$ cat src/rtl/fifo_port_defs.vh
// Constants for the parallel FIFO host port
// Notes on behaviour
// - The transmit-full flag is high whenever the host must not write, and the host writes only while it is low; the testbench writes once while high.
// - The receive-empty flag is low only while at least one byte waits in the receive FIFO.
// - On the falling edge of the write strobe the byte on the data bus enters the transmit FIFO.
// - While the read strobe is low the current receive byte is driven onto the data bus, else the bus is released.
// - Each read strobe advances the receive FIFO to its next byte if one is stored.
// - The output enable acts only in synchronous FIFO mode and is ignored in strobe mode.
// - The clock output is used only in synchronous FIFO mode and stays idle in strobe mode.
// - The port signals with the low marker in their names are active at logic zero, except tx_full_n and rx_empty_n, which are high when full or empty.
`ifndef FIFO_PORT_DEFS_VH
`define FIFO_PORT_DEFS_VH
`define FP_DATA_W    8
`define FP_TX_DEPTH  16
`define FP_RX_DEPTH  16
`define FP_CLKDIV    4
`endif

$ cat src/rtl/parallel_fifo_host_port.v
// Byte-wide parallel FIFO port between an external host and the device
`include "fifo_port_defs.vh"
`timescale 1ns/1ps
`default_nettype none
module parallel_fifo_host_port #(
   parameter W       = `FP_DATA_W,
   parameter TX_AW   = 4,
   parameter RX_AW   = 4,
   parameter CLKDIV  = `FP_CLKDIV
) (
   input  wire         mclk,
   input  wire         rst,
   input  wire         sync_mode,
   input  wire [W-1:0] data_bus_bits_i,
   output reg  [W-1:0] data_bus_bits_o,
   output wire         data_bus_bits_oe,
   output wire         tx_full_n,
   output wire         rx_empty_n,
   input  wire         wr_n,
   input  wire         rd_n,
   input  wire         oe_n,
   output reg          fifo_clkout,
   output wire [W-1:0] tx_data,
   output wire         tx_valid,
   input  wire         tx_ready,
   input  wire [W-1:0] rx_data,
   input  wire         rx_valid,
   output wire         rx_ready
);
   // ----------------------------------------------------------------
   // Pin synchronisers
   // ----------------------------------------------------------------
   // Three stages; only stages two and three are compared
   reg [2:0] wr_s_q;
   reg [2:0] rd_s_q;
   reg [2:0] oe_s_q;
   reg       wr_lvl_q;
   reg       rd_lvl_q;
   reg       oe_lvl_q;
   reg [W-1:0] d_s1_q;
   reg [W-1:0] d_s2_q;
   always @(posedge mclk) begin
      if (rst) begin
         wr_s_q   <= 3'h7;
         rd_s_q   <= 3'h7;
         oe_s_q   <= 3'h7;
         wr_lvl_q <= 1'b1;
         rd_lvl_q <= 1'b1;
         oe_lvl_q <= 1'b1;
         d_s1_q   <= {W{1'b0}};
         d_s2_q   <= {W{1'b0}};
      end else begin
         wr_s_q <= {wr_s_q[1:0], wr_n};
         rd_s_q <= {rd_s_q[1:0], rd_n};
         oe_s_q <= {oe_s_q[1:0], oe_n};
         d_s1_q <= data_bus_bits_i;
         d_s2_q <= d_s1_q;
         if (wr_s_q[1] == wr_s_q[2]) begin
            wr_lvl_q <= wr_s_q[2];
         end
         if (rd_s_q[1] == rd_s_q[2]) begin
            rd_lvl_q <= rd_s_q[2];
         end
         if (oe_s_q[1] == oe_s_q[2]) begin
            oe_lvl_q <= oe_s_q[2];
         end
      end
   end
   // Strobes count as asserted at zero
   wire wr_fall = wr_lvl_q & ~wr_s_q[2] & (wr_s_q[1] == wr_s_q[2]);
   wire rd_fall = rd_lvl_q & ~rd_s_q[2] & (rd_s_q[1] == rd_s_q[2]);
   wire rd_rise = ~rd_lvl_q & rd_s_q[2] & (rd_s_q[1] == rd_s_q[2]);
   // ----------------------------------------------------------------
   // Transmit path: host to device
   // ----------------------------------------------------------------
   wire tx_full;
   wire tx_empty;
   // Host needs the data stable through the strobe edge; the bus copy
   // is two stages deep so it lines up with the agreed strobe level
   byte_fifo #(.W(W), .AW(TX_AW)) u_tx (
      .mclk    (mclk),
      .rst     (rst),
      .wr_en   (wr_fall),
      .wr_data (d_s2_q),
      .rd_en   (tx_ready),
      .rd_data (tx_data),
      .full    (tx_full),
      .empty   (tx_empty)
   );
   assign tx_valid = ~tx_empty;
   // Flag goes high the cycle after the filling write; a write seen
   // while full is dropped by the FIFO
   assign tx_full_n = tx_full;
   // ----------------------------------------------------------------
   // Receive path: device to host
   // ----------------------------------------------------------------
   wire [W-1:0] rx_head;
   wire         rx_full;
   wire         rx_empty;
   byte_fifo #(.W(W), .AW(RX_AW)) u_rx (
      .mclk    (mclk),
      .rst     (rst),
      .wr_en   (rx_valid),
      .wr_data (rx_data),
      .rd_en   (rd_rise),
      .rd_data (rx_head),
      .full    (rx_full),
      .empty   (rx_empty)
   );
   assign rx_ready = ~rx_full;
   // High when nothing waits; rises once the last byte is popped
   assign rx_empty_n = rx_empty;
   // ----------------------------------------------------------------
   // Data bus drive
   // ----------------------------------------------------------------
   // Byte is latched at the falling strobe so it holds steady even if
   // new receive data lands during the read; a strobe while empty
   // drives stale data, which the host must avoid
   reg drive_q;
   always @(posedge mclk) begin
      if (rst) begin
         data_bus_bits_o <= {W{1'b0}};
         drive_q         <= 1'b0;
      end else begin
         if (rd_fall) begin
            data_bus_bits_o <= rx_head;
         end
         drive_q <= ~rd_s_q[2] & ~rd_s_q[1];
      end
   end
   // Output enable gates the drive only in synchronous mode
   assign data_bus_bits_oe = drive_q & (~sync_mode | ~oe_lvl_q);
   // ----------------------------------------------------------------
   // Clock output
   // ----------------------------------------------------------------
   // Divided from mclk; held low in strobe mode
   reg [7:0] div_q;
   always @(posedge mclk) begin
      if (rst) begin
         div_q       <= 8'h00;
         fifo_clkout <= 1'b0;
      end else if (!sync_mode) begin
         div_q       <= 8'h00;
         fifo_clkout <= 1'b0;
      end else if (div_q == CLKDIV[7:0] - 8'h01) begin
         div_q       <= 8'h00;
         fifo_clkout <= ~fifo_clkout;
      end else begin
         div_q <= div_q + 8'h01;
      end
   end
endmodule // parallel_fifo_host_port
`default_nettype wire

$ cat src/rtl/byte_fifo.v
// Small synchronous byte FIFO with honest full and empty
`timescale 1ns/1ps
`default_nettype none
module byte_fifo #(
   parameter W  = 8,
   parameter AW = 4
) (
   input  wire         mclk,
   input  wire         rst,
   input  wire         wr_en,
   input  wire [W-1:0] wr_data,
   input  wire         rd_en,
   output wire [W-1:0] rd_data,
   output wire         full,
   output wire         empty
);
   reg [W-1:0] mem [0:(1<<AW)-1];
   reg [AW:0]  wp_q;
   reg [AW:0]  rp_q;
   wire        do_wr = wr_en & ~full;
   wire        do_rd = rd_en & ~empty;
   assign empty   = (wp_q == rp_q);
   assign full    = (wp_q[AW] != rp_q[AW]) && (wp_q[AW-1:0] == rp_q[AW-1:0]);
   assign rd_data = mem[rp_q[AW-1:0]];
   always @(posedge mclk) begin
      if (do_wr) begin
         mem[wp_q[AW-1:0]] <= wr_data;
      end
   end
   always @(posedge mclk) begin
      if (rst) begin
         wp_q <= {(AW+1){1'b0}};
         rp_q <= {(AW+1){1'b0}};
      end else begin
         if (do_wr) begin
            wp_q <= wp_q + 1'b1;
         end
         if (do_rd) begin
            rp_q <= rp_q + 1'b1;
         end
      end
   end
endmodule // byte_fifo
`default_nettype wire

$ cat config.mk
export PLATFORM = sky130hd
export DESIGN_NAME = parallel_fifo_host_port
export DESIGN_NICKNAME = d
export VERILOG_FILES = /design/src/rtl/parallel_fifo_host_port.v /design/src/rtl/byte_fifo.v
export VERILOG_INCLUDE_DIRS = /design/src /design/src/rtl
export SDC_FILE = /design/constraint.sdc
export NUM_CORES = 1
export LEC_CHECK = 0
export BUFFER_PORTS_ARGS = -buffer_cell sky130_fd_sc_hd__buf_2
export CORE_MARGIN = 2
export CORE_UTILIZATION = 30
export CTS_CLUSTER_SIZE = 40
export DETAILED_ROUTE_END_ITERATION = 16
export PLACE_DENSITY = 0.47
export SLEW_MARGIN = 25
export SYNTH_ARGS = -nofsm -noshare
export SYNTH_HDL_FRONTEND = slang
export SYNTH_SLANG_ARGS = --single-unit
$ cat constraint.sdc
create_clock -name mclk -period 3.1 [get_ports mclk]
set_clock_uncertainty 0.2 [all_clocks]
set_input_delay 0.155 -clock mclk [delete_from_list [all_inputs] [get_ports mclk]]
set_output_delay 0.155 -clock mclk [all_outputs]
set_load 0.02 [all_outputs]
=== Yosys cells after proc, flatten, opt, wreduce, memory -nomap -nowiden ===
Memory sizes are Yosys's and may differ from the RTL's. A register that Yosys moved wholly into a read port is not among the register bits.
Index checks and enable logic that the tools add are counted.

* Reductions and logical operators: 4
* Multiplexer cells: 6
* Equality and inequality tests: 10
* Add/subtract/negate cells: 5
* Bitwise gates (word level): 24

{| class="wikitable"
|+ Operators with widths
! kind !! count
|-
| $add A5 B1 Y5 const B || 4
|-
| $and A1 B1 Y1 || 12
|-
| $not A1 Y1 || 11
|-
| $eq A5 B5 Y1 || 2
|-
| $add A8 B1 Y8 const B || 1
|-
| $eq A4 B4 Y1 || 2
|-
| $eq A8 B2 Y1 const B || 1
|-
| $mux W4 || 2
|-
| $mux W1 || 4
|-
| $eq A1 B1 Y1 || 3
|-
| $reduce_or A3 Y1 || 1
|-
| $logic_and A1 B1 Y1 || 2
|-
| $ne A1 B1 Y1 || 2
|-
| $reduce_or A2 Y1 || 1
|-
| $or A1 B1 Y1 || 1
|}

* Memory bits (writable): 256
* Output and inout bits: 22
* Register bits after elaboration: 58
* Memories kept: 2
* Input bits: 24

{| class="wikitable"
|+ Memory list
! name !! depth !! bits a word !! read ports !! clocked after memory_dff !! write ports !! line !! text
|-
| u_rx.mem || 16 || 8 || 1 || 1 || 1 || byte_fifo.v:17 || <nowiki>reg [W-1:0] mem [0:(1<<AW)-1];</nowiki>
|-
| u_tx.mem || 16 || 8 || 1 || 1 || 1 || byte_fifo.v:17 ||
|}

=== Logic depth before layout (Yosys ltp) ===
Gate-level depths: netlist (run 1).

* Depth after elaboration: 6
* Gate-level depth with buffers: 7
* Depth with buffers taken out: 6

=== By module ===
A second synthesis (run 1) with hierarchy kept.

* Cell total of the unflattened synthesis: 708
* Area, all modules: 13156.4 um^2

{| class="wikitable"
|+ By module, submodules not included
! module !! times used !! cells an instance !! area each (um^2)
|-
| byte_fifo || 2 || 283 || 5829.3
|-
| parallel_fifo_host_port || 1 || 142 || 1497.7
|}

=== Worst setup path before layout (run 1) ===
OpenSTA, ideal clock, no wires.

* Path type: reg2out
* Start point: register with a tool-made name
* End point: output tx_data[0]
* Buffers on the path: 2
* Path slack: 0.871 ns
* Data required time: 2.745 ns
* Cell stages (with the launch flop): 5
* Arrival: 1.874 ns
* Cells stage by stage: dfxtp_1 > clkbuf_1 > buf_2 > mux4_2 > mux4_2

{| class="wikitable"
|+ RTL lines
! what !! line !! text
|-
| to (decl) || parallel_fifo_host_port.v:23 || <nowiki>output wire [W-1:0] tx_data,</nowiki>
|}

==> out/results.ini, run 1 <==
[setup_path]
r2r-start=u_rx.wp_q[2]
cp_data_required_time_ns=2.74
crit_type=flop to output pin
regToRegSetupSlack_ns=0.42
rr_worst_depth=4
cp-end-kind=output pin
critPathLaunchType=flop
timing.rr.end=u_rx.mem[6][4]
crit_fanout=27
cp.arrival_ns=2.58

[global_routing]
grt_use_met1_pct=18.2
track_usage_pct=13.4
grt.overflow.total=0
grt_pass1_wl_um=43700
use_met3_pct=3.04
grt_max_degree=56
grt_pass1_vias=6789
met2_usage_pct=21.6
grt.busiest_layer=met2
antenna_found_initial=0

[cts]
cts_tree=built
clk_latency_ns=0.54
clockRootBuffer=clkbuf_16
h-tree-depth=2
numClockSinks=326
cts_resized=0
clkTransAtPathRegs_ns=0.06
cts_setup_buffers=0
clock_path_buffers=3
cts-buffers-inserted=38

[routing]
vias=6564
drt_iter0_drc=452
drc=0
wirelength_um=28800
drt_pass1_iterations=4
post_drt_wl_per_cell_um=20.8
ant_nets=0
vias_per_cell=4.74

[timing]
tns_ns=0
drv_slew=0
rsz0062_at_grt=no
period_needed_ns=2.93
hold_viol_final=0
slew_headroom_pct=51.8
setup_viol=0
finalCritPeriodShare_pct=94.7
fmax_mhz=341
worst_slew_pin_slew_ns=0.719

[worst_hold_path]
min_path_type=input pin to flop
holdPathEnd=rd_s_q[0]
hold_depth=3
worstHoldStart=rd_n

[synthesis]
ys_top_cells_by_area=edfxtp_1 (60%), mux4_2 (11%), dfxtp_1 (11%)
ys_seq_area_share_pct=71.1
synthSimpleGateAreaFrac_pct=7.01
syn_inst=730
synth.distinct_cells=44
synth_edf_count=256
synth_top_family_by_area=multiplexers
ys.flop_type=edfxtp_1
synth-compound-area-share_pct=2.97
synthMuxAreaShare_pct=14.9
yosys_warnings=0
synth_largest_area_cell=edfxtp_1
mappedNetlistArea_um2=12800
ys_async_sr_fraction_pct=0
ys_seq_elements=326
synth_adder_area_share_pct=1.17
synth_top_area_share_pct=60.1
syn_area_per_cell_um2=17.5
synth_nets=766
synthXorXnorAreaFrac_pct=1.30

[job]
cap_violations=0

[floorplan]
core_area_um2=42000
initial_utilization_pct=30.4
die_width_um=210
io_pins=46
rows=75
design.die.area_um2=44300
die_y_um=210

[pwr]
leakage_nw=5.11
peakVddDrop_uv=445
p_seq_share_pct=50.2
power_density_nw_per_um2=630
p_clk_share_pct=47.0
switching_share_pct=21.0
power.total_w=0.00952
comb_power_share_pct=2.7
p_sw_w=0.00200
internal_power_w=0.00752

[final_layout]
antenna_cells=0
syn2layout_area_growth_pct=18.3
drive_gt1_share_pct=25.9
nets=851
final_core_util_pct=36.0
fillers=3973
finalNonFillerCells=1384

[placement]
dp_hpwl_um=17900
dp.cells=1290
numPortBuffers=45
place_congestion=0.723

[status]
status=finished clean

Yosys cell counts, drive strengths merged, types with 9 or more instances:
master / n
nand2: 19
ha: 12
mux4: 65
a21oi: 21
inv: 9
clkbuf: 18
nor2: 30
nor2b: 34
xor2: 11
dfxtp: 70
and3: 33
o21ai: 11
mux2: 16
or2: 15
edfxtp: 256
buf: 18
nand3: 9
mux2i: 26
final cells by class:
type,count,area [um^2],area share [%]
flip-flops and latches,326,9090,60.1
multi-input cells,359,3500,23.1
clock buffers,49,1050,6.96
well taps,539,674,4.46
repair buffers,81,568,3.76
clock inverters,21,209,1.38
inverters,9,33.8,0.223
cell usage in the layout, fill, tap and decap left out, drive strengths merged, types with 19 or more instances in the layout:
master | synthesis | layout
nand2 | 19 | 19
edfxtp | 256 | 256
mux2i | 26 | 26
and3 | 33 | 33
clkbuf | 18 | 49
nor2 | 30 | 30
buf | 18 | 57
a21oi | 21 | 21
dfxtp | 70 | 70
dlygate4sd3 | 0 | 24
mux4 | 65 | 65
nor2b | 34 | 34
cells by family after synthesis:
family                   Yosys count
adder cells (fa/ha/maj)           12
AO/OA/AOI/OAI                     60
flip-flops                       326
buffers and inverters             45
AND/OR/NAND/NOR                  161
XOR/XNOR                          19
multiplexers                     107
worst max path at each step:
| stage | start | end | cells past startpoint |
|---|---|---|---|
| 2_1_floorplan | flop | tx_data[0] | 4 |
| 3_3_place_gp | u_rx.wp_q[2] | u_rx.mem[10][3] | 4 |
| 3_5_place_dp | u_rx.wp_q[2] | u_rx.mem[10][3] | 4 |
| 4_1_cts | flop | tx_data[6] | 4 |
| 5_1_grt | flop | tx_data[2] | 4 |
| 6_report | flop | tx_data[2] | 4 |
flip-flops by register name (all words and copies together) (netlist names), 8 cells and up, named ones only:
register         count
d_s1_q               8
d_s2_q               8
data_bus_bits_o      8
u_rx.mem           128
u_tx.mem           128
div_q                8
power by group through the flow:
stage | sequential [W] | clock (W) | combinational, W
floorplan | 0.00486 | 0 | 0.000135
global placement | 0.00488 | 0 | 0.000241
detailed placement | 0.00488 | 0 | 0.000240
CTS | 0.00479 | 0.00461 | 0.000265
global route | 0.00479 | 0.00480 | 0.000286
finish | 0.00479 | 0.00448 | 0.000259
per-stage QoR:
| stage | hold slack, ns | setup WS, ns | instance area (um^2) |
|---|---|---|---|
| final | 0.139 | 0.165 | 15100 |
| after CTS | 0.101 | 0.0954 | 15100 |
| after floorplan | 0.0539 | 0.871 | 12800 |
| after global routing | 0.128 | 0.0360 | 15100 |
| after global placement | 0.138 | 0.463 | 13600 |
| after detailed placement | 0.142 | 0.459 | 13600 |
what timing repair did:
action / 4_1_cts / 5_1_grt
setup endpoints to repair: 0 / 0
hold endpoints to repair: 164 / 0
hold buffers: 24 / 0
metal layers:
| metal | vias to the layer above | wire, um |
|---|---|---|
| met4 | 0 | 587 |
| met5 | - | 0 |
| met3 | 43 | 1300 |
| li1 | 3024 | - |
| met2 | 136 | 13700 |
| met1 | 3361 | 13300 |
worst max-delay path: stages (launching register included):
cell and delay, ns:
dfxtp_2 0.47, buf_12 0.28, mux4_2 0.62, mux4_2 0.47
buf_2 0.17
Power figures use the tool's default switching activity.
==> run 2: changes to the inputs <==
--- a/config.mk
+++ b/config.mk
@@ -7,6 +7,7 @@
 export NUM_CORES = 1
 export LEC_CHECK = 0
 export BUFFER_PORTS_ARGS = -buffer_cell sky130_fd_sc_hd__buf_2
+export CORE_ASPECT_RATIO = 1.2
 export CORE_MARGIN = 2
 export CORE_UTILIZATION = 30
 export CTS_CLUSTER_SIZE = 40
==> out/results.ini, run 2 (synthesis gave the netlist of run 1 again) <==
[job]
cap_violations=0

[setup_path]
critPathLaunchType=flop
slowest_stage=mux4_2
cp_cell_sequence=buf_12 > mux4_2 > mux4_2 > buf_2
cp_data_required_time_ns=2.74
crit_type=flop to output pin
r2r-start=u_rx.wp_q[2]
cpPeakStageDelay_ns=0.58
rr_worst_depth=4
crit_fanout=24
cp-end-kind=output pin
crit_path_frequent_cell=mux4_2
regToRegSetupSlack_ns=0.59
timing.rr.end=u_rx.mem[6][1]
cp.arrival_ns=2.58

[floorplan]
initial_utilization_pct=30.5
design.die.area_um2=44300
core_area_um2=42000
die_y_um=230
die_width_um=192
io_pins=46
rows=82

[final_layout]
drive_gt1_share_pct=24.9
nets=852
finalNonFillerCells=1388
antenna_cells=0
layout_common_cells=edfxtp_1 (256), dfxtp_1 (67), mux4_2 (65), buf_2 (45), clkbuf_16 (36)
final_common_cell=edfxtp_1
syn2layout_area_growth_pct=17.6

[routing]
wirelength_um=27200
vias_per_cell=4.67
ant_nets=0
drt_pass1_iterations=6
drc=0
post_drt_wl_per_cell_um=19.6
drt_iter0_drc=318
vias=6487

[cts]
cts_tree=built
clkTransAtPathRegs_ns=0.05
clock_path_buffers=3
h-tree-depth=2
clk_latency_ns=0.54
clockRootBuffer=clkbuf_16
cts-buffers-inserted=36
cts_setup_buffers=0
numClockSinks=326

[pwr]
leakage_nw=5.05
peakVddDrop_uv=357
power_density_nw_per_um2=609

[global_routing]
antenna_found_initial=4
grt_pass1_wl_um=42100
grt_max_degree=56
grt.overflow.total=0
grt_pass1_vias=7034
track_usage_pct=12.7

[worst_hold_path]
hold_depth=3
worstHoldStart=rd_n
min_path_type=input pin to flop
holdPathEnd=rd_s_q[0]

[timing]
hold_viol_final=0
fmax_mhz=341
slew_headroom_pct=49.1
period_needed_ns=2.93
finalCritPeriodShare_pct=94.6
drv_slew=0
rsz0062_at_grt=no
setup_viol=0
worst_slew_pin_slew_ns=0.763
tns_ns=0

[placement]
dp_hpwl_um=17400
numPortBuffers=45
dp.cells=1301
place_congestion=0.752

[status]
status=finished clean

run 2: changes by cell type in the layout (fill, tap and decap cells not counted), sizes merged:
| cell | delta |
|---|---|
| bufinv | -1 |
| dlygate4sd3 | -1 |
| clkinvlp | -1 |
| buf | +4 |
| clkbuf | +1 |
| inv | -1 |
| clkinv | -4 |
run 2: routing by layer:
metal | GRT usage [%] | up-vias | routed length, um
met5 | 0 | - | 13
met4 | 4.58 | 2 | 692
met3 | 2.24 | 42 | 979
met2 | 22.1 | 111 | 14200
met1 | 15.6 | 3309 | 11300
li1 | - | 3023 | -
run 2: per-stage QoR:
stage	total power [W]	hold slack, ns	worst slack (ns)	util [%]	instance area [um^2]
floorplan	0.00500	0.0539	0.871	-	12800
global placement	0.00512	0.137	0.557	32.6	13700
detailed placement	0.00512	0.139	0.550	32.6	13700
CTS	0.00931	0.120	0.101	35.8	15000
global route	0.00949	0.165	0.0620	35.8	15000
finish	0.00916	0.158	0.169	35.8	15000
run 2: area by class of cell:
| cell class | instances | area, um^2 |
|---|---|---|
| Inverter | 9 | 33.8 |
| Sequential cell | 326 | 9090 |
| Fill cell | 3912 | 26900 |
| Tap cell | 546 | 683 |
| Multi-Input combinational cell | 359 | 3500 |
| Clock buffer | 50 | 963 |
| Timing Repair Buffer | 84 | 588 |
| Clock inverter | 14 | 180 |
run 2: how the worst max path moves through the flow:
stage | end | depth (start not counted) | from
final | tx_data[2] | 4 | flop
after global routing | tx_data[2] | 4 | flop
after CTS | tx_data[2] | 4 | flop
after detailed placement | tx_data[2] | 4 | flop
after global placement | tx_data[2] | 4 | flop
after floorplan | tx_data[0] | 4 | flop
run 2: where the power goes:
group	leakage, nW	switching, W	internal [W]
logic	1.60	0.000152	0.000107
clock network	0.550	0.00174	0.00237
registers	2.90	0.0000359	0.00475
run 2: what timing repair did:
action | CTS | global route
setup endpoints to repair | 2 | 0
endpoints found under the hold margin | 168 | 0
resized for setup | 1 | 0
hold buffers | 23 | 0
run 2: critical path, delay by kind of cell, from the launching register on:
family / cells / cell delay, ns
flops: 1 / 0.48
buf+inv: 2 / 0.44
mux: 2 / 1.09
